--- config.mk ---
export PLATFORM = sky130hd
export DESIGN_NAME = lnur_core
export DESIGN_NICKNAME = d
export VERILOG_FILES = /design/src/common/lnur_pkg.sv /design/src/rtl/lnur_core.sv
export VERILOG_INCLUDE_DIRS = /design/src /design/src/common
export SDC_FILE = /design/constraint.sdc
export NUM_CORES = 1
export LEC_CHECK = 0
export BUFFER_PORTS_ARGS = -buffer_cell sky130_fd_sc_hd__buf_4
export CORE_UTILIZATION = 40
export DETAILED_ROUTE_END_ITERATION = 16
export PLACE_DENSITY = 0.66
export SLEW_MARGIN = 0
export SYNTH_ARGS = -nofsm -noshare
export SYNTH_HDL_FRONTEND = slang
export SYNTH_SLANG_ARGS = --single-unit
--- constraint.sdc ---
create_clock -name clk -period 5.95 [get_ports clk]
set_clock_uncertainty 0.2 [all_clocks]
set_input_delay 1.19 -clock clk [delete_from_list [all_inputs] [get_ports clk]]
set_output_delay 1.19 -clock clk [all_outputs]
set_load 0.03 [all_outputs]
--- src/common/lnur_regs.svh ---
// register map, field positions, reset values and timing counts
`ifndef LNUR_REGS_SVH
`define LNUR_REGS_SVH
`define LNUR_A_CTRL 3'h0
`define LNUR_A_STAT 3'h1
`define LNUR_A_IREN 3'h2
`define LNUR_A_ERR 3'h3
`define LNUR_A_BTIM 3'h4
`define LNUR_A_LEN 3'h5
`define LNUR_A_PID 3'h6
`define LNUR_A_DATA 3'h7
`define LNUR_CTRL_SWRES 7
`define LNUR_CTRL_PROTO 6
`define LNUR_CTRL_ENA 3
`define LNUR_ST_BUSY 4
`define LNUR_ST_ERR 3
`define LNUR_ST_IDOK 2
`define LNUR_ST_TXOK 1
`define LNUR_ST_RXOK 0
`define LNUR_BT_DIS 7
`define LNUR_CMD_ABORT 3'h0
`define LNUR_CMD_TXHDR 3'h1
`define LNUR_CMD_RXRSP 3'h2
`define LNUR_CMD_TXRSP 3'h3
`define LNUR_E_BIT 0
`define LNUR_E_CKS 1
`define LNUR_E_PAR 2
`define LNUR_E_SYN 3
`define LNUR_E_FRM 4
`define LNUR_E_TO 5
`define LNUR_E_OVR 6
`define LNUR_E_ABT 7
`define LNUR_SPB_RST 6'h20
`define LNUR_PID_RST 8'h80
`define LNUR_MAX_LEN 4'h8
`define LNUR_CKS_GOOD 8'hff
`define LNUR_STOP_BIT 4'h9
`define LNUR_SMP_DIV 4'h4
`endif

--- src/common/lnur_pkg.sv ---
// types of the lin/uart response and status block
package lnur_pkg;
  typedef enum logic [1:0] {
    LNUR_R_IDLE,
    LNUR_R_RX,
    LNUR_R_TX
  } lnur_rsp_e;
endpackage

--- src/rtl/lnur_core.sv ---
// lin/uart response engine, length fields, flags and checksum
//
// Local design decisions: strobed register access and the address map.
`timescale 1ns/1ps
`include "lnur_regs.svh"
// Summary of operation
// - resync disable freezes and unlocks sample count
// - rx response counts received bytes in tx length
// - tx response counts sent bytes in rx length
// - zero length means checksum only; clamp to eight outside lin 1.3
// - lin 1.3 lengths decoded from identifier
// - uart mode and reset force lengths zero
// - ok flags set at header, response, character
// - summary is or of errors; write clears
// - echo mismatch flags bit error, aborts transmit
// - checksum error when sum check misses 0xff
// - parity error flagged, no correction attempted
// - sync field edge error flagged
// - dominant stop bit flags framing error
// - frame time-out flagged
// - command while busy flags overrun
// - abort while busy sets abort flag
// - lin error stops and returns command idle
// - break in data aborts and flags error
// - inverted end-around-carry checksum, enhanced or classic
// - enabled status flags drive two interrupts
// - protocol select chooses checksum type
module lnur_core
  import lnur_pkg::*;
(
  input  wire logic       clk,
  input  wire logic       rst,
  input  wire logic [2:0] addr,
  input  wire logic [7:0] wdata,
  input  wire logic       wr_en,
  input  wire logic       rd_en,
  output logic      [7:0] rdata,
  output logic            txd,
  input  wire logic       rxd,
  input  wire logic       hdr_done,
  input  wire logic [7:0] hdr_pid,
  input  wire logic       hdr_busy,
  input  wire logic       sync_err_evt,
  input  wire logic       timeout_evt,
  input  wire logic       brk_sync_evt,
  input  wire logic       resync_valid,
  input  wire logic [5:0] resync_spb,
  output logic            hdr_tx_start,
  output logic      [2:0] rsp_idx,
  input  wire logic [7:0] rsp_tx_data,
  output logic      [7:0] rsp_rx_data,
  output logic      [2:0] rsp_rx_idx,
  output logic            rsp_rx_wr,
  output logic            irq_comm,
  output logic            irq_err
);

  function automatic logic [7:0] add8c(input logic [7:0] a, input logic [7:0] b);
    logic [8:0] s;
    s = {1'b0, a} + {1'b0, b};
    return s[7:0] + {7'h00, s[8]};
  endfunction

  function automatic logic pid_ok(input logic [7:0] p);
    return (p[6] == (p[0] ^ p[1] ^ p[2] ^ p[4])) &&
           (p[7] == !(p[1] ^ p[3] ^ p[4] ^ p[5]));
  endfunction

  function automatic logic [3:0] len13(input logic [7:0] p);
    return p[5] ? (p[4] ? 4'h8 : 4'h4) : 4'h2;
  endfunction

  function automatic logic [3:0] clamp8(input logic [3:0] l);
    return (l > `LNUR_MAX_LEN) ? `LNUR_MAX_LEN : l;
  endfunction

  lnur_rsp_e  rsp_q;
  logic [2:0] cmd_q;
  logic [3:0] rxl_q, txl_q;
  logic [7:0] sum_q, pid_q, ubuf_q, err_q;
  logic       chk_q, go_q, abt_q;
  logic       proto_q, ena_q;
  logic [1:0] conf_q;
  logic       idok_q, rxok_q, txok_q;
  logic [3:0] iren_q;
  logic       dis_q;
  logic [5:0] spb_q;
  logic [3:0] div_q;
  logic       tx_act_q, rx_act_q, txd_q;
  logic [5:0] tx_smp_q, rx_smp_q;
  logic [3:0] tx_bit_q, rx_bit_q;
  logic [9:0] tx_sh_q;
  logic [7:0] rx_sh_q;

  logic       smp_en, uart, busy, err_sum;
  logic       soft_clr, kill_all, cmd_wr, lin_err;
  logic       tx_go, tx_end, tx_mid, tx_mis, tx_kill;
  logic [7:0] tx_byte, sum_nx;
  logic       rx_en, rx_mid, rx_stop, rx_good;
  logic       u_tx_start, u_rd;
  logic       bit_ev, frm_ev, cks_ev, par_ev, ovr_ev, abt_ev;
  logic       cks_byte, rx_ok_ev, tx_ok_ev;
  logic [5:0] spb_m1;
  logic [7:0] err_ev;

  assign uart     = cmd_q[2];
  assign busy     = (rsp_q != LNUR_R_IDLE) || hdr_busy || tx_act_q ||
                    (cmd_q == `LNUR_CMD_TXHDR);
  assign err_sum  = |err_q;
  assign soft_clr = wr_en && (addr == `LNUR_A_CTRL) && wdata[`LNUR_CTRL_SWRES];
  // disabling the controller kills at once, unlike abort
  assign kill_all = soft_clr || (wr_en && (addr == `LNUR_A_CTRL) && !wdata[`LNUR_CTRL_ENA]);
  assign cmd_wr   = wr_en && (addr == `LNUR_A_CTRL) && !kill_all;
  assign spb_m1   = spb_q - 6'h01;

  // sample tick divider; bit length is spb_q ticks
  always_ff @(posedge clk or posedge rst) begin
    if (rst)
      div_q <= 4'h0;
    else if (smp_en)
      div_q <= 4'h0;
    else
      div_q <= div_q + 4'h1;
  end
  assign smp_en = (div_q == (`LNUR_SMP_DIV - 4'h1));

  assign u_tx_start = wr_en && (addr == `LNUR_A_DATA) && uart && cmd_q[1] && !tx_act_q;
  assign u_rd       = rd_en && (addr == `LNUR_A_DATA) && uart;
  assign tx_go      = go_q || u_tx_start;
  assign tx_byte    = u_tx_start ? wdata : (chk_q ? ~sum_q : rsp_tx_data);
  assign tx_mid     = tx_act_q && smp_en && (tx_smp_q == {1'b0, spb_q[5:1]});
  assign tx_end     = tx_act_q && smp_en && (tx_smp_q == spb_m1) && (tx_bit_q == `LNUR_STOP_BIT);
  assign tx_mis     = tx_mid && (rxd != txd_q) && (rsp_q == LNUR_R_TX);
  assign tx_kill    = kill_all || ((rsp_q == LNUR_R_TX) && lin_err);

  always_ff @(posedge clk or posedge rst) begin
    if (rst) begin
      tx_act_q <= 1'b0;
      tx_smp_q <= 6'h00;
      tx_bit_q <= 4'h0;
      tx_sh_q  <= 10'h3ff;
      txd_q    <= 1'b1;
    end else if (tx_kill) begin
      tx_act_q <= 1'b0;
      txd_q    <= 1'b1;
    end else if (tx_go) begin
      tx_act_q <= 1'b1;
      tx_smp_q <= 6'h00;
      tx_bit_q <= 4'h0;
      tx_sh_q  <= {1'b1, tx_byte, 1'b0};
      txd_q    <= 1'b0;
    end else if (tx_act_q && smp_en) begin
      if (tx_smp_q == spb_m1) begin
        tx_smp_q <= 6'h00;
        tx_bit_q <= tx_bit_q + 4'h1;
        tx_sh_q  <= {1'b1, tx_sh_q[9:1]};
        txd_q    <= (tx_bit_q == `LNUR_STOP_BIT) ? 1'b1 : tx_sh_q[1];
        if (tx_bit_q == `LNUR_STOP_BIT)
          tx_act_q <= 1'b0;
      end else begin
        tx_smp_q <= tx_smp_q + 6'h01;
      end
    end
  end
  assign txd = txd_q;

  assign rx_en   = (rsp_q == LNUR_R_RX) || (uart && cmd_q[0]);
  assign rx_mid  = rx_act_q && smp_en && (rx_smp_q == {1'b0, spb_q[5:1]});
  assign rx_stop = rx_mid && (rx_bit_q == `LNUR_STOP_BIT);
  assign rx_good = rx_stop && rxd;

  // mid-bit sampling needs the sample count kept at eight or more
  // relies on software
  always_ff @(posedge clk or posedge rst) begin
    if (rst) begin
      rx_act_q <= 1'b0;
      rx_smp_q <= 6'h00;
      rx_bit_q <= 4'h0;
      rx_sh_q  <= 8'h00;
    end else if (!rx_en || kill_all) begin
      rx_act_q <= 1'b0;
    end else if (smp_en) begin
      if (!rx_act_q) begin
        rx_act_q <= !rxd;
        rx_smp_q <= 6'h00;
        rx_bit_q <= 4'h0;
      end else begin
        rx_smp_q <= (rx_smp_q == spb_m1) ? 6'h00 : rx_smp_q + 6'h01;
        if (rx_smp_q == spb_m1)
          rx_bit_q <= rx_bit_q + 4'h1;
        if (rx_mid && (rx_bit_q == 4'h0) && rxd)
          rx_act_q <= 1'b0;
        if (rx_mid && (rx_bit_q != 4'h0) && (rx_bit_q != `LNUR_STOP_BIT))
          rx_sh_q <= {rxd, rx_sh_q[7:1]};
        if (rx_stop)
          rx_act_q <= 1'b0;
      end
    end
  end

  assign cks_byte = (rsp_q == LNUR_R_RX) && (txl_q == rxl_q);
  assign sum_nx   = add8c(sum_q, (rsp_q == LNUR_R_RX) ? rx_sh_q : rsp_tx_data);
  assign bit_ev   = tx_mis || ((rsp_q == LNUR_R_TX) && brk_sync_evt);
  assign frm_ev   = (rx_stop && !rxd && ((rsp_q == LNUR_R_RX) || uart)) ||
                    ((rsp_q == LNUR_R_RX) && brk_sync_evt);
  assign cks_ev   = cks_byte && rx_good && (sum_nx != `LNUR_CKS_GOOD);
  assign par_ev   = hdr_done && !uart && !pid_ok(hdr_pid);
  assign ovr_ev   = (cmd_wr && busy && (wdata[2:0] != `LNUR_CMD_ABORT) && (wdata[2:0] != cmd_q)) ||
                    (uart && rx_stop && rxok_q);
  assign abt_ev   = cmd_wr && busy && (wdata[2:0] == `LNUR_CMD_ABORT);
  assign lin_err  = !uart && (bit_ev || frm_ev || cks_ev || par_ev || sync_err_evt || timeout_evt);
  assign rx_ok_ev = (cks_byte && rx_good && !abt_q && !lin_err) || (uart && rx_stop);
  assign tx_ok_ev = (tx_end && (((rsp_q == LNUR_R_TX) && chk_q && !abt_q && !lin_err) || uart));

  always_ff @(posedge clk or posedge rst) begin
    if (rst) begin
      rsp_q        <= LNUR_R_IDLE;
      cmd_q        <= `LNUR_CMD_ABORT;
      rxl_q        <= 4'h0;
      txl_q        <= 4'h0;
      sum_q        <= 8'h00;
      chk_q        <= 1'b0;
      go_q         <= 1'b0;
      abt_q        <= 1'b0;
      hdr_tx_start <= 1'b0;
      rsp_rx_wr    <= 1'b0;
      rsp_rx_data  <= 8'h00;
      rsp_rx_idx   <= 3'h0;
    end else begin
      go_q         <= 1'b0;
      hdr_tx_start <= 1'b0;
      rsp_rx_wr    <= 1'b0;
      if (kill_all) begin
        rsp_q <= LNUR_R_IDLE;
        cmd_q <= `LNUR_CMD_ABORT;
        abt_q <= 1'b0;
        if (soft_clr) begin
          rxl_q <= 4'h0;
          txl_q <= 4'h0;
        end
      end else if (lin_err) begin
        rsp_q <= LNUR_R_IDLE;
        cmd_q <= `LNUR_CMD_ABORT;
        abt_q <= 1'b0;
      end else begin
        if (wr_en && (addr == `LNUR_A_LEN) && !uart && !busy) begin
          rxl_q <= wdata[3:0];
          txl_q <= wdata[7:4];
        end
        if (hdr_done && !uart) begin
          if (proto_q) begin
            rxl_q <= len13(hdr_pid);
            txl_q <= len13(hdr_pid);
          end
          if (cmd_q == `LNUR_CMD_TXHDR)
            cmd_q <= `LNUR_CMD_ABORT;
        end
        if (cmd_wr && !busy) begin
          cmd_q <= wdata[2:0];
          abt_q <= 1'b0;
          sum_q <= wdata[`LNUR_CTRL_PROTO] ? 8'h00 : pid_q;
          unique case (wdata[2:0])
            `LNUR_CMD_TXHDR: hdr_tx_start <= 1'b1;
            `LNUR_CMD_RXRSP: begin
              rsp_q <= LNUR_R_RX;
              txl_q <= 4'h0;
              rxl_q <= wdata[`LNUR_CTRL_PROTO] ? rxl_q : clamp8(rxl_q);
            end
            `LNUR_CMD_TXRSP: begin
              rsp_q <= LNUR_R_TX;
              rxl_q <= 4'h0;
              txl_q <= wdata[`LNUR_CTRL_PROTO] ? txl_q : clamp8(txl_q);
              chk_q <= (txl_q == 4'h0);
              go_q  <= 1'b1;
            end
            default: ;
          endcase
        end else if (abt_ev) begin
          abt_q <= 1'b1;
        end
        if ((rsp_q == LNUR_R_TX) && tx_end) begin
          if (abt_q || chk_q) begin
            rsp_q <= LNUR_R_IDLE;
            cmd_q <= `LNUR_CMD_ABORT;
            abt_q <= 1'b0;
          end else begin
            rxl_q <= rxl_q + 4'h1;
            sum_q <= sum_nx;
            chk_q <= ((rxl_q + 4'h1) == txl_q);
            go_q  <= 1'b1;
          end
        end
        if ((rsp_q == LNUR_R_RX) && rx_good) begin
          if (abt_q || cks_byte) begin
            rsp_q <= LNUR_R_IDLE;
            cmd_q <= `LNUR_CMD_ABORT;
            abt_q <= 1'b0;
          end else begin
            txl_q       <= txl_q + 4'h1;
            sum_q       <= sum_nx;
            rsp_rx_data <= rx_sh_q;
            rsp_rx_idx  <= txl_q[2:0];
            rsp_rx_wr   <= 1'b1;
          end
        end
        if (uart) begin
          rxl_q <= 4'h0;
          txl_q <= 4'h0;
        end
      end
    end
  end
  assign rsp_idx = rxl_q[2:0];

  always_ff @(posedge clk or posedge rst) begin
    if (rst) begin
      proto_q <= 1'b0;
      conf_q  <= 2'h0;
      ena_q   <= 1'b0;
    end else if (soft_clr) begin
      proto_q <= 1'b0;
      conf_q  <= 2'h0;
      ena_q   <= 1'b0;
    end else if (wr_en && (addr == `LNUR_A_CTRL)) begin
      ena_q <= wdata[`LNUR_CTRL_ENA];
      // protocol and configuration locked while busy
      if (!busy) begin
        proto_q <= wdata[`LNUR_CTRL_PROTO];
        conf_q  <= wdata[5:4];
      end
    end
  end

  always_ff @(posedge clk or posedge rst) begin
    if (rst)
      pid_q <= `LNUR_PID_RST;
    else if (soft_clr)
      pid_q <= `LNUR_PID_RST;
    else if (hdr_done && !uart)
      pid_q <= hdr_pid;
  end

  always_ff @(posedge clk or posedge rst) begin
    if (rst)
      ubuf_q <= 8'h00;
    else if (uart && rx_stop)
      ubuf_q <= rx_sh_q;
  end

  always_ff @(posedge clk or posedge rst) begin
    if (rst) begin
      idok_q <= 1'b0;
      rxok_q <= 1'b0;
      txok_q <= 1'b0;
    end else if (soft_clr) begin
      idok_q <= 1'b0;
      rxok_q <= 1'b0;
      txok_q <= 1'b0;
    end else begin
      idok_q <= (hdr_done && !uart) ||
                (idok_q && !(wr_en && (addr == `LNUR_A_STAT) && wdata[`LNUR_ST_IDOK]));
      rxok_q <= rx_ok_ev ||
                (rxok_q && !u_rd && !(wr_en && (addr == `LNUR_A_STAT) && wdata[`LNUR_ST_RXOK]));
      txok_q <= tx_ok_ev ||
                (txok_q && !u_tx_start && !(wr_en && (addr == `LNUR_A_STAT) && wdata[`LNUR_ST_TXOK]));
    end
  end

  always_comb begin
    err_ev             = 8'h00;
    err_ev[`LNUR_E_BIT] = bit_ev;
    err_ev[`LNUR_E_CKS] = cks_ev;
    err_ev[`LNUR_E_PAR] = par_ev;
    err_ev[`LNUR_E_SYN] = sync_err_evt && !uart;
    err_ev[`LNUR_E_FRM] = frm_ev;
    err_ev[`LNUR_E_TO]  = timeout_evt && !uart;
    err_ev[`LNUR_E_OVR] = ovr_ev;
    err_ev[`LNUR_E_ABT] = abt_ev;
  end

  // summary write clears all, new events still win
  always_ff @(posedge clk or posedge rst) begin
    if (rst)
      err_q <= 8'h00;
    else if (soft_clr)
      err_q <= 8'h00;
    else if (wr_en && (addr == `LNUR_A_STAT) && wdata[`LNUR_ST_ERR])
      err_q <= err_ev;
    else
      err_q <= err_q | err_ev;
  end

  always_ff @(posedge clk or posedge rst) begin
    if (rst)
      iren_q <= 4'h0;
    else if (soft_clr)
      iren_q <= 4'h0;
    else if (wr_en && (addr == `LNUR_A_IREN))
      iren_q <= wdata[3:0];
  end

  always_ff @(posedge clk or posedge rst) begin
    if (rst) begin
      dis_q <= 1'b0;
      spb_q <= `LNUR_SPB_RST;
    end else if (soft_clr) begin
      dis_q <= 1'b0;
      spb_q <= `LNUR_SPB_RST;
    end else if (wr_en && (addr == `LNUR_A_BTIM)) begin
      dis_q <= wdata[`LNUR_BT_DIS];
      if (wdata[`LNUR_BT_DIS])
        spb_q <= wdata[5:0];
    end else if (!dis_q) begin
      if (resync_valid)
        spb_q <= resync_spb;
      else if (!uart && (rx_ok_ev || tx_ok_ev || lin_err))
        spb_q <= `LNUR_SPB_RST;
    end
  end

  always_ff @(posedge clk or posedge rst) begin
    if (rst) begin
      rdata <= 8'h00;
    end else if (rd_en) begin
      unique case (addr)
        `LNUR_A_CTRL: rdata <= {1'b0, proto_q, conf_q, ena_q, cmd_q};
        `LNUR_A_STAT: rdata <= {3'h0, busy, err_sum, idok_q, txok_q, rxok_q};
        `LNUR_A_IREN: rdata <= {4'h0, iren_q};
        `LNUR_A_ERR:  rdata <= err_q;
        `LNUR_A_BTIM: rdata <= {dis_q, 1'b0, spb_q};
        `LNUR_A_LEN:  rdata <= {txl_q, rxl_q};
        `LNUR_A_PID:  rdata <= pid_q;
        `LNUR_A_DATA: rdata <= ubuf_q;
      endcase
    end else begin
      rdata <= 8'h00;
    end
  end

  assign irq_comm = (idok_q && iren_q[`LNUR_ST_IDOK]) || (txok_q && iren_q[`LNUR_ST_TXOK]) ||
                    (rxok_q && iren_q[`LNUR_ST_RXOK]);
  assign irq_err  = err_sum && iren_q[`LNUR_ST_ERR];

  err_clear_a: assert property (@(posedge clk) disable iff (rst)
    (wr_en && addr == `LNUR_A_STAT && wdata[`LNUR_ST_ERR] && err_ev == 8'h00) |=> !err_sum)
    else $error("error summary write did not clear errors");
  err_sum_rd_a: assert property (@(posedge clk) disable iff (rst)
    (rd_en && addr == `LNUR_A_STAT) |=> (rdata[`LNUR_ST_ERR] == |$past(err_q)))
    else $error("summary bit differs from error or");
  uart_len_a: assert property (@(posedge clk) disable iff (rst)
    $past(uart) && uart |-> (rxl_q == 4'h0 && txl_q == 4'h0))
    else $error("length fields nonzero in uart mode");
  idok_uart_a: assert property (@(posedge clk) disable iff (rst)
    $rose(idok_q) |-> !$past(uart))
    else $error("identifier ok set in uart mode");
  len_clamp_a: assert property (@(posedge clk) disable iff (rst)
    (cmd_wr && !busy && !lin_err && !wdata[`LNUR_CTRL_PROTO] && wdata[2:0] == `LNUR_CMD_RXRSP) |=> (rxl_q <= `LNUR_MAX_LEN))
    else $error("receive length not clamped");
  bit_abort_a: assert property (@(posedge clk) disable iff (rst)
    (bit_ev && !kill_all) |=> (rsp_q == LNUR_R_IDLE && cmd_q == `LNUR_CMD_ABORT && err_q[`LNUR_E_BIT]))
    else $error("bit error did not abort transmit");
  ovr_flag_a: assert property (@(posedge clk) disable iff (rst)
    (cmd_wr && busy && wdata[2:0] != `LNUR_CMD_ABORT && wdata[2:0] != cmd_q && !soft_clr)
    |=> (err_q[`LNUR_E_OVR] && cmd_q != $past(wdata[2:0])))
    else $error("busy command not flagged as overrun");
  abort_flag_a: assert property (@(posedge clk) disable iff (rst)
    abt_ev |=> err_q[`LNUR_E_ABT])
    else $error("abort while busy not flagged");
  spb_lock_a: assert property (@(posedge clk) disable iff (rst)
    (dis_q && !(wr_en && addr == `LNUR_A_BTIM) && !soft_clr) |=> $stable(spb_q))
    else $error("sample count moved while resync disabled");
  rx_len_a: assert property (@(posedge clk) disable iff (rst)
    (rsp_q == LNUR_R_RX && $past(rsp_q) == LNUR_R_RX && !$past(kill_all)) |-> $stable(rxl_q))
    else $error("receive length changed during response");
  irq_map_a: assert property (@(posedge clk) disable iff (rst)
    irq_err == (err_sum && iren_q[`LNUR_ST_ERR]) ##0 (!irq_comm || idok_q || rxok_q || txok_q))
    else $error("interrupt mapping wrong");

endmodule

## Word-level counts from Yosys, hierarchy flattened

Cells that the tools add are included.

| cells by class | value |
|---|---|
| add/sub/neg operators | 10 |
| multipliers | 0 |
| divide/modulo/power cells | 0 |
| order comparisons | 2 |
| eq/ne operators | 34 |
| shift-type cells | 0 |
| mux-type cells | 135 |
| bitwise gates (word level) | 13 |
| reduce and logical (&&, ||, !) cells | 149 |

Operators by type and width:

| cell | count |
|---|---|
| $mux W4 | 33 |
| $mux W8 | 14 |
| $logic_and A1 B1 Y1 | 74 |
| $mux W6 | 11 |
| $pmux W8 S8 | 1 |
| $mux W1 | 51 |
| $mux W10 | 3 |
| $logic_or A1 B1 Y1 | 28 |
| $mux W3 | 9 |
| $add A4 B1 Y4 const B | 5 |
| $mux W2 | 10 |
| $logic_not A1 Y1 | 16 |
| $pmux W4 S2 | 2 |
| $reduce_bool A2 Y1 | 8 |
| $add A6 B1 Y6 const B | 2 |
| $eq A3 B2 Y1 const B | 4 |
| $eq A3 B3 Y1 const B | 4 |
| $eq A6 B5 Y1 | 2 |
| $eq A6 B6 Y1 | 2 |
| $reduce_and A2 Y1 | 6 |
| $reduce_and A3 Y1 | 4 |
| $reduce_bool A3 Y1 | 4 |
| $add A8 B8 Y9 | 1 |
| $eq A3 B1 Y1 const B | 3 |
| 27 further kinds | 46 |

| storage, ports and cells | value |
|---|---|
| register bits | 132 |
| bits in latches | 0 |
| memory bits (writable) | 0 |
| memory bits (read-only) | 0 |
| bits of input ports | 44 |
| logic and storage cells | 378 |
| memories | 0 |

## Depth between registers and ports, before layout

Gate-level depths: netlist of run 1.

| depth | value |
|---|---|
| depth after elaboration | 25 |
| depth in mapped cells | 23 |
| depth with buffers taken out | 21 |

## Worst setup path after synthesis of run 1

No wires, ideal clock.

| timing | value |
|---|---|
| path type | input-to-reg |
| start point | input port rsp_tx_data[0] |
| end point | register rsp_rx_data[0] |
| arrival | 5.131 ns |
| required time | 5.625 ns |
| setup slack | 0.494 ns |
| stages | 21 |
| cell sequence | nand2_1 > nand2_1 > ha_1 > inv_1 > fa_1 > and3b_4 > o2111ai_1 > nand2_1 > o21a_1 > or2_2 > ha_1 > nor2b_1 > nand2b_1 > a2111oi_4 > a211oi_1 > o311a_1 > or3_1 > buf_6 > nor3_4 > buf_12 > mux2_4 |

| on the way | value |
|---|---|
| word-level cells in the longest chain between the ends | 12 |

Ends and longest elaborated chain:

| item | line | RTL |
|---|---|---|
| from (decl) | lnur_core.sv:50 | `input wire logic [7:0] rsp_tx_data,` |
| $mux W8 | lnur_core.sv:202 | `assign sum_nx = add8c(sum_q, (rsp_q == LNUR_R_RX) ? rx_sh_q : rsp_tx_data);` |
| $add A8 B8 Y9 | lnur_core.sv:60 | `s = {1'b0, a} + {1'b0, b};` |
| $add A8 B1 Y8 | lnur_core.sv:61 | `return s[7:0] + {7'h00, s[8]};` |
| $ne A8 B8 Y1 (no line) | n/a |  |
| $logic_and A1 B1 Y1 | lnur_core.sv:206 | `` assign cks_ev = cks_byte && rx_good && (sum_nx != `LNUR_CKS_GOOD); `` |
| $logic_or A1 B1 Y1 (4 in a row) | lnur_core.sv:211 | `assign lin_err = !uart && (bit_ev \|\| frm_ev \|\| cks_ev \|\| par_ev \|\| sync_err_evt \|\| timeout_evt);` |
| $logic_and A1 B1 Y1 | lnur_core.sv:211 |  |
| $not A1 Y1 (no line) | n/a |  |
| $reduce_and A4 Y1 (no line) | n/a |  |
| to (signal assigned) | lnur_core.sv:301 | `rsp_rx_data <= rx_sh_q;` |
| to (decl) | lnur_core.sv:51 | `output logic [7:0] rsp_rx_data,` |

No other way between the ends.
A chain may end at the register's enable or synchronous reset.

## Worst setup path after layout of run 1

| timing | value |
|---|---|
| start point | register rsp_q[0] |
| end point | register spb_q[2] |

| on the way | value |
|---|---|
| word-level cells in the longest chain between the ends | 20 |

Ends and longest elaborated chain:

| item | line | RTL |
|---|---|---|
| from (decl) | lnur_core.sv:77 | `lnur_rsp_e rsp_q;` |
| from (signal assigned) | lnur_core.sv:217 | `rsp_q <= LNUR_R_IDLE;` |
| from (signal assigned) | lnur_core.sv:234 | `rsp_q <= LNUR_R_IDLE;` |
| from (signal assigned) | lnur_core.sv:242 | `rsp_q <= LNUR_R_IDLE;` |
| $eq A2 B1 Y1 | n/a |  |
| $mux W8 | lnur_core.sv:202 |  |
| $add A8 B8 Y9 | lnur_core.sv:60 |  |
| $add A8 B1 Y8 | lnur_core.sv:61 |  |
| $ne A8 B8 Y1 (no line) | n/a |  |
| $logic_and A1 B1 Y1 | lnur_core.sv:206 |  |
| $logic_or A1 B1 Y1 (4 in a row) | lnur_core.sv:211 |  |
| $logic_and A1 B1 Y1 | lnur_core.sv:211 |  |
| $logic_not A1 Y1 | lnur_core.sv:212, lnur_core.sv:213 |  |
| $logic_and A1 B1 Y1 | lnur_core.sv:213 | `assign tx_ok_ev = (tx_end && (((rsp_q == LNUR_R_TX) && chk_q && !abt_q && !lin_err) \|\| uart));` |
| $logic_or A1 B1 Y1 | lnur_core.sv:213 |  |
| $logic_and A1 B1 Y1 | lnur_core.sv:213 |  |
| $logic_or A1 B1 Y1 | lnur_core.sv:416 | `else if (!uart && (rx_ok_ev \|\| tx_ok_ev \|\| lin_err))` |
| $logic_or A1 B1 Y1 (*) | lnur_core.sv:416 |  |
| $logic_and A1 B1 Y1 (*) | lnur_core.sv:416 |  |
| $reduce_bool A4 Y1 (no line) (*) | n/a |  |
| $reduce_and A3 Y1 (no line) (*) | n/a |  |
| to (signal assigned) | lnur_core.sv:412 | `spb_q <= wdata[5:0];` |
| to (signal assigned) | lnur_core.sv:415 | `spb_q <= resync_spb;` |
| to (signal assigned) | lnur_core.sv:417 | `` spb_q <= `LNUR_SPB_RST; `` |
| to (decl) | lnur_core.sv:87 | `logic [5:0] spb_q;` |

Mark *: on every way between the ends. The rest lies on a longest branch, timed or not.

==> flow_summary_export.csv, run 1 <==
group,metric,value,unit
global_route,grt-ovfl-total,0,
synth,synth_top_area_cell,"dfrtp_1",
status,status,"finished, final reports clean",
synth,synth_nets,1066,
floorplanning,placementRows,53,
sta,worst_slew_pin_slew,1130,ps
floorplanning,die_h,150,microns
clock_tree,numCtsBuffers,17,
synth,ys.flop_type,"dfrtp_1",
placed_design,gp_congestion,0.926,
cells_and_area,post-route-cell-area,10100,sq um
clock_tree,post_cts_buffers,0,
floorplanning,io_pins,71,
clock_tree,cts_resized,0,
drt,dr.pass1.iters,6,
drt,final_antenna_net_count,0,
pwr,power_frac_seq,39.7,%
floorplanning,die_area,22400,sq um
synth,async_flop_share,100,%
worst_setup_path,crit_required,6050,ps
sta,setup_ws,449,ps
cells_and_area,final_common_cell,"nand2_1",
worst_setup_path,worstPathArrival,5600,ps
worst_setup_path,critPathSlowestCell,"dfrtp_1",
drt,via_per_inst,5.92,
clock_tree,insertion_delay,430,ps
synth,avgSynthCellArea,8.74,sq um
floorplanning,core_area,21200,sq um
floorplanning,die_w,150,microns
pwr,p_per_area,279,nW/um^2
floorplanning,initial_core_util,41.1,%
worst_setup_path,crit_type,"reg -> reg",
cells_and_area,nets,1115,
synth,yosys_register_bits,130,
cells_and_area,area_growth_syn_to_layout,15.6,%
worst_setup_path,max_stage_delay,500,ps
synth,synth_top_area_share,34.2,%
cells_and_area,antenna_cells,0,
sta,maxSlewViolCount,0,
synth,synthTopCellsByArea,"dfrtp_1 34%, nand2_1 6.3%, o21ai_0 4.3%, a21oi_1 4.0%, ha_1 3.6%",
drt,wirelength,27100,microns
global_route,grt_max_degree,87,
cells_and_area,fin_util,47.6,%
pwr,power.internal,0.00193,W
pwr,swShare,31.1,%
synth,yosysWarnings,0,
worst_setup_path,end_kind,"register",
sta,whs,268,ps
global_route,antenna_found_initial,0,
drt,drc,0,
clock_tree,path_clk_slew,60,ps
clock_tree,cts_root_buf,"clkbuf_16",
worst_setup_path,start_kind,"register",
pwr,pwr-share-clk,38.6,%
global_route,grt_pass1_wl,42500,microns
placed_design,placed_cell_area,9460,sq um
worst_setup_path,crit_chain,"nor2b_1 -> buf_4 -> nand2_1 -> nand2_1 -> inv_1 -> fa_1 -> and3b_4 -> o2111ai_1 -> nand2_1 -> o21a_1 -> or2_2 -> ha_1 -> ha_1 -> o311ai_0 -> nor4b_1 -> nand4_1 -> and4b_4 -> or3_1 -> buf_4 -> o21a_1 -> mux2_1",
drt,dr.first_iter.drc_count,905,
clock_tree,cts_max_level,4,
cells_and_area,layout-drive-gt1-share,16.9,%
synth,synth_area,8700,sq um
flow_run,drv_cap,0,
pwr,irDropWorstVdd,0.000168,V
sta,fin_crit,5500,ps
clock_tree,cts_hold_buffers,0,
worst_setup_path,cp_common_cell,"nand2_1",
global_route,first_global_vias,7390,
clock_tree,tritoncts,"yes",
synth,seq_area_frac_synth,37.5,%
sta,setup_tns,0,ps
sta,slew_headroom,23.9,%
synth,yosysUniqueCellTypes,85,
sta,fmax,0.182,GHz
pwr,switchingPower,0.000873,W
sta,rsz0062_at_grt,"false",
synth,synth_edf_count,0,
sta,period_share,92.5,%
drt,wl_per_cell,20.3,microns
global_route,grtUsageTotal,25.1,%
placed_design,pre_cts_ws,164,ps
cells_and_area,final_cell_mix,"146 x nand2_1, 119 x dfrtp_1, 81 x buf_4",
pwr,p_leak,4.51,nW
clock_tree,clock_sinks,130,
pwr,pwr-share-comb,21.6,%
sta,finalSetupViolations,0,
clock_tree,clk_path_buf_depth,2,
placed_design,dp_hpwl,19800,microns
worst_setup_path,cp_max_fo,10,
sta,hold_viol_final,0,
drt,vias,7885,
min_path,hold_class,"reg -> reg",
placed_design,port-buffer-count,70,
synth,netlist_instances,996,
## per-layer routing
metal / global-route usage, % / part of all wire [%] / up-vias
met5: 0 / 0 / -
met1: 36.2 / 44 / 3748
met4: 8.62 / 2.6 / 0
met2: 37.4 / 44 / 396
li1: - / - / 3694
met3: 4.76 / 8.8 / 47
## area by class of cell
| class | count | area, sq um |
|---|---|---|
| repair buffers | 82 | 628 |
| multi-input cells | 771 | 5060 |
| clock inverters | 13 | 159 |
| clock buffers | 19 | 443 |
| inverters | 43 | 166 |
| fillers | 2046 | 11100 |
| flip-flops and latches | 130 | 3270 |
| well taps | 275 | 344 |
## final timing paths
path | start | endpoint | slack, ps | depth (start not counted)
setup / recovery | rsp_q[0]$_DFF_PP0_ | spb_q[2]$_DFFE_PP0P_ | 450 | 21
hold / removal | div_q[0]$_DFF_PP0_ | div_q[0]$_DFF_PP0_ | 270 | 1
setup reg to reg | rsp_q[0]$_DFF_PP0_ | spb_q[2]$_DFFE_PP0P_ | 450 | 21
hold reg to reg | div_q[0]$_DFF_PP0_ | div_q[0]$_DFF_PP0_ | 270 | 1
max in group asynchronous | rst | idok_q$_DFF_PP0_ | 3690 | 3
min in group asynchronous | rst | rx_sh_q[5]$_DFFE_PP0P_ | 720 | 2
## worst max-delay path, delay by kind of cell (launching register included)
kind,cells,cell delay (ps)
flip-flops,1,500
AND/OR/NAND/NOR,10,2320
multiplexers,1,330
buffers and inverters,3,500
AO/OA/AOI/OAI,4,700
adder cells (fa/ha/maj),3,800
## cell families (layout without fill, tap and decap cells)
kind of cell	after synthesis	count (layout)	share of synthesized area [%]
muxes	50	50	6.73
buffers and inverters	95	157	4.59
adders and majority gates	26	26	3.82
DFF	130	130	37.5
and+or+nand+nor	377	377	21.1
AOI/OAI and AO/OA	270	270	20.3
xor gates and xnor gates	48	48	5.98
## sequential cells by signal, indices dropped and copies added (netlist names), 6 cells and up
signal and count:
err_q 8, tx_sh_q 8, spb_q 6, ubuf_q 8, sum_q 8, rsp_rx_data 8, rx_smp_q 6, rdata 8
pid_q 8, tx_smp_q 6, rx_sh_q 8
## metrics by stage
stage	total power, W	instances
finish	0.00281	1333
floorplan	0.00154	996
global route	0.00293	1333
global placement	0.00171	1301
CTS	0.00281	1333
detailed placement	0.00172	1301
## power groups by stage
stage / combinational [W] / clock [W] / sequential, W
after global routing: 0.000672 / 0.00113 / 0.00113
after CTS: 0.000605 / 0.00109 / 0.00111
final: 0.000607 / 0.00108 / 0.00111
after detailed placement: 0.000598 / 0 / 0.00112
after global placement: 0.000590 / 0 / 0.00112
after floorplan: 0.000476 / 0 / 0.00107
## synthesized netlist by cell type (10+ instances only)
cell type  number
nand4_1        11
nand2_1       146
nor4_1         12
clkbuf_1       35
ha_1           25
a22oi_1        11
nand2b_1       12
a21oi_1        70
xnor2_1        24
nor2_1         64
inv_1          41
nand3_1        33
dfstp_2        11
xor2_1         17
mux2i_1        18
dfrtp_1       119
nor3_1         27
a211oi_1       10
o21ai_0        75
a31oi_1        10
mux2_2         20
nor2b_1        12
(Power assumes the default switching activity.)
==> run 2: changes to the inputs <==
Settings changed: CELL_PAD_IN_SITES_DETAIL_PLACEMENT set to 1, CELL_PAD_IN_SITES_GLOBAL_PLACEMENT set to 1, PLACE_DENSITY 0.66 to 0.8.
==> flow_summary_export.csv, run 2 (synthesis results as in run 1) <==
group,metric,value,unit
global_route,grtUsageTotal,28.3,%
floorplanning,initial_core_util,41.1,%
clock_tree,insertion_delay,430,ps
floorplanning,die_h,150,microns
drt,wirelength,30200,microns
cells_and_area,nets,1118,
clock_tree,numCtsBuffers,17,
worst_setup_path,crit_required,6050,ps
clock_tree,cts_max_level,4,
drt,dr.pass1.iters,5,
pwr,pwr-share-clk,38.5,%
floorplanning,die_w,150,microns
sta,rsz0062_at_grt,"false",
global_route,first_global_vias,8263,
pwr,swShare,32.2,%
pwr,irDropWorstVdd,0.000166,V
cells_and_area,area_growth_syn_to_layout,15.8,%
cells_and_area,final_cell_mix,"146 x nand2_1, 119 x dfrtp_1, 85 x buf_4",
placed_design,dp_hpwl,22100,microns
cells_and_area,fin_cells,1336,
worst_setup_path,end_kind,"register",
floorplanning,core_area,21200,sq um
floorplanning,placementRows,53,
sta,fin_crit,5490,ps
cells_and_area,final_common_cell,"nand2_1",
clock_tree,clk_path_buf_depth,2,
drt,final_antenna_net_count,0,
clock_tree,clock_sinks,130,
floorplanning,io_pins,71,
pwr,p_total,0.00284,W
sta,maxSlewViolCount,0,
drt,vias,8104,
pwr,switchingPower,0.000913,W
drt,via_per_inst,6.07,
pwr,pwr-share-comb,22.1,%
pwr,p_per_area,282,nW/um^2
drt,drc,0,
floorplanning,die_area,22400,sq um
sta,fmax,0.182,GHz
sta,finalSetupViolations,0,
clock_tree,tritoncts,"yes",
pwr,p_leak,4.51,nW
clock_tree,post_cts_buffers,0,
worst_setup_path,cp_max_fo,6,
clock_tree,path_clk_slew,60,ps
placed_design,place_inst,1304,
drt,wl_per_cell,22.6,microns
drt,dr.first_iter.drc_count,517,
sta,worst_slew_pin_slew,1240,ps
clock_tree,cts_root_buf,"clkbuf_16",
placed_design,gp_congestion,0.887,
global_route,grt-ovfl-total,0,
placed_design,port-buffer-count,70,
sta,period_share,92.3,%
status,status,"finished, final reports clean",
sta,slew_headroom,16.3,%
global_route,grt_pass1_wl,47800,microns
cells_and_area,antenna_cells,0,
sta,hold_viol_final,0,
cells_and_area,layout-drive-gt1-share,17.3,%
worst_setup_path,worstPathArrival,5600,ps
pwr,power_frac_seq,39.4,%
sta,setup_tns,0,ps
min_path,hold_class,"reg -> reg",
global_route,grt_max_degree,102,
cells_and_area,fillers,2502,
pwr,power.internal,0.00193,W
flow_run,drv_cap,0,
clock_tree,cts_resized,0,
worst_setup_path,crit_type,"in -> reg",
global_route,antenna_found_initial,0,
worst_setup_path,start_kind,"primary input",
clock_tree,cts_hold_buffers,0,
run 2: cell count changes in the layout (fill, tap and decap cells not counted), sizes merged:
cell,before,now
clkinvlp,0,3
clkinv,11,9
buf,82,85
clkbuf,19,17
inv,42,43
run 2: final cells by class:
type	count	area, sq um	area share, %
clock buffers	17	425	4.22
inverters	43	166	1.65
multi-input cells	771	5060	50.2
well taps	275	344	3.41
flip-flops and latches	130	3270	32.4
repair buffers	85	638	6.33
clock inverters	15	184	1.82
run 2: power by group through the flow:
stage          logic [W]  registers (W)  clock network (W)
2_1_floorplan   0.000476        0.00107                  0
3_3_place_gp    0.000593        0.00112                  0
3_5_place_dp    0.000616        0.00113                  0
4_1_cts         0.000627        0.00111            0.00111
5_1_grt         0.000688        0.00113            0.00114
6_report        0.000627        0.00112            0.00109
run 2: critical path: stages:
cell       delay [ps]
buf_4             110
nand2_1            50
nand2_1            60
ha_1              200
inv_1              80
fa_1              210
and3b_4           240
o2111ai_1         300
nand2_1           100
o21a_1            160
or2_2             270
ha_1              210
nor2b_1           160
nand2b_1          180
a2111oi_4         340
a211oi_1          110
o311a_1           350
or3_1             450
buf_4             190
o21a_1            260
mux2_1            340
run 2: routing by layer:
metal / vias up / part of all wire, % / GRT usage, %
li1: 3692 / - / -
met1: 4107 / 44 / 38.3
met2: 255 / 47 / 45.7
met3: 50 / 5.8 / 4.63
met4: 0 / 2.7 / 9.64
met5: - / 0 / 0
run 2: path summary, 6_finish.rpt:
kind	start	endpoint	slack [ps]	depth (start not counted)
worst min-delay path	div_q[0]$_DFF_PP0_	div_q[0]$_DFF_PP0_	260	1
max in group asynchronous	rst	pid_q[7]$_DFFE_PP1P_	3770	3
worst max-delay path	rsp_tx_data[0]	spb_q[2]$_DFFE_PP0P_	460	21
worst max register to register	rsp_q[1]$_DFF_PP0_	spb_q[2]$_DFFE_PP0P_	460	22
min in group asynchronous	rst	rdata[6]$_DFF_PP0_	780	2
worst min register to register	div_q[0]$_DFF_PP0_	div_q[0]$_DFF_PP0_	260	1
run 2: per-stage QoR:
stage | setup slack (ps) | area [sq um] | hold WS [ps] | utilization (%)
after floorplan | 494 | 8700 | 233 | -
after global placement | 197 | 9470 | 246 | 44.8
after detailed placement | 58.5 | 9470 | 257 | 44.8
after CTS | 302 | 10100 | 265 | 47.7
after global routing | 63.5 | 10100 | 294 | 47.7
final | 456 | 10100 | 262 | 47.7
==> run 3: changes to the inputs <==
Settings changed: CELL_PAD_IN_SITES_DETAIL_PLACEMENT 1 to 0.
==> flow_summary_export.csv, run 3 (synthesis results as in run 1) <==
group,metric,value,unit
status,status,"finished, final reports clean",
cells_and_area,antenna_cells,0,
clock_tree,clock_sinks,130,
clock_tree,numCtsBuffers,17,
placed_design,port-buffer-count,70,
global_route,grtUsageTotal,25.7,%
floorplanning,io_pins,71,
floorplanning,initial_core_util,41.1,%
cells_and_area,area_growth_syn_to_layout,16.7,%
global_route,grt_pass1_wl,43300,microns
clock_tree,path_clk_slew,60,ps
floorplanning,placementRows,53,
sta,rsz0062_at_grt,"false",
clock_tree,clk_path_buf_depth,2,
clock_tree,post_cts_buffers,0,
floorplanning,die_w,150,microns
drt,drc,0,
worst_setup_path,crit_chain,"nor2b_1 -> nand2_1 -> nand2_1 -> ha_1 -> inv_1 -> fa_1 -> and3b_4 -> o2111ai_1 -> nand2_1 -> o21a_1 -> or2_2 -> ha_1 -> ha_1 -> o311ai_0 -> nor4b_1 -> nand4_1 -> and4b_4 -> or3_1 -> nor3_4 -> buf_4 -> mux2_4",
floorplanning,die_h,150,microns
cells_and_area,final_common_cell,"nand2_1",
global_route,grt_max_degree,102,
cells_and_area,final_cell_mix,"146 x nand2_1, 119 x dfrtp_1, 85 x buf_4",
drt,vias,7893,
global_route,first_global_vias,7478,
placed_design,gp_congestion,0.887,
worst_setup_path,worstPathArrival,5780,ps
flow_run,drv_cap,0,
sta,finalSetupViolations,0,
worst_setup_path,cp_max_fo,8,
cells_and_area,post-route-cell-area,10200,sq um
worst_setup_path,max_stage_delay,530,ps
floorplanning,die_area,22400,sq um
cells_and_area,layout-drive-gt1-share,17.2,%
cells_and_area,fillers,2036,
sta,maxSlewViolCount,0,
sta,fmax,0.176,GHz
drt,dr.first_iter.drc_count,726,
sta,hold_viol_final,0,
sta,period_share,95.2,%
global_route,grt-ovfl-total,0,
clock_tree,insertion_delay,430,ps
placed_design,dp_hpwl,20200,microns
floorplanning,core_area,21200,sq um
drt,wl_per_cell,20.7,microns
sta,fin_crit,5670,ps
pwr,irDropWorstVdd,0.000174,V
clock_tree,cts_hold_buffers,0,
cells_and_area,fin_util,48.0,%
sta,slew_headroom,21.1,%
drt,via_per_inst,5.91,
worst_setup_path,end_kind,"register",
worst_setup_path,start_kind,"register",
placed_design,placed_cell_area,9470,sq um
sta,worst_slew_pin_slew,1170,ps
clock_tree,tritoncts,"yes",
clock_tree,cts_max_level,4,
worst_setup_path,critPathSlowestCell,"nor2b_1",
min_path,hold_class,"reg -> reg",
global_route,antenna_found_initial,0,
drt,dr.pass1.iters,7,
cells_and_area,nets,1118,
clock_tree,cts_resized,0,
drt,wirelength,27600,microns
pwr,p_leak,4.55,nW
clock_tree,cts_root_buf,"clkbuf_16",
worst_setup_path,crit_type,"reg -> reg",
worst_setup_path,crit_required,6060,ps
sta,setup_tns,0,ps
pwr,p_per_area,290,nW/um^2
drt,final_antenna_net_count,0,
[run 3: worst paths after layout]
kind	start	end	slack [ps]	cells past startpoint
setup / recovery	rsp_q[1]$_DFF_PP0_	rsp_rx_data[6]$_DFFE_PP0P_	280	21
hold / removal	div_q[0]$_DFF_PP0_	div_q[0]$_DFF_PP0_	260	1
setup reg to reg	rsp_q[1]$_DFF_PP0_	rsp_rx_data[6]$_DFFE_PP0P_	280	21
hold reg to reg	div_q[0]$_DFF_PP0_	div_q[0]$_DFF_PP0_	260	1
max in group asynchronous	rst	pid_q[7]$_DFFE_PP1P_	3800	3
min in group asynchronous	rst	cmd_q[1]$_DFF_PP0_	760	2
[run 3: stage by stage]
stage               hold WS, ps  instances  setup WS (ps)  power (W)
finish                      257       1336            283    0.00295
CTS                         260       1336            388    0.00295
floorplan                   233        996            494    0.00154
detailed placement          251       1304           86.5    0.00172
global placement            246       1304            197    0.00172
global route                289       1336           17.9    0.00307
[run 3: layer usage]
| metal | global-route usage, % | share of wire (%) |
|---|---|---|
| met1 | 36.5 | 45 |
| met2 | 39.0 | 45 |
| met3 | 4.15 | 6.8 |
| met4 | 9.95 | 3.2 |
| met5 | 0 | 0 |
[run 3: worst max-delay path, delay by kind of cell, from the launching register on]
kind / cells / cell delay, ps
AO/OA/AOI/OAI: 3 / 440
adder cells (fa/ha/maj): 4 / 970
flip-flops: 1 / 410
AND/OR/NAND/NOR: 11 / 2910
multiplexers: 1 / 310
buffers and inverters: 2 / 290
[run 3: layout make-up]
type / count / area (sq um) / area share (%)
multi-input combinational: 771 / 5060 / 49.8
sequential: 130 / 3270 / 32.2
clock inverter: 13 / 230 / 2.27
inverter: 43 / 166 / 1.64
timing repair buffer: 85 / 638 / 6.28
clock buffer: 19 / 453 / 4.46
tap: 275 / 344 / 3.39
[run 3: power by group]
group | internal [W] | leakage, nW | switching, W | total (W)
logic | 0.000282 | 2.54 | 0.000323 | 0.000604
clock network | 0.000808 | 0.326 | 0.000420 | 0.00123
registers | 0.000981 | 1.68 | 0.000133 | 0.00111
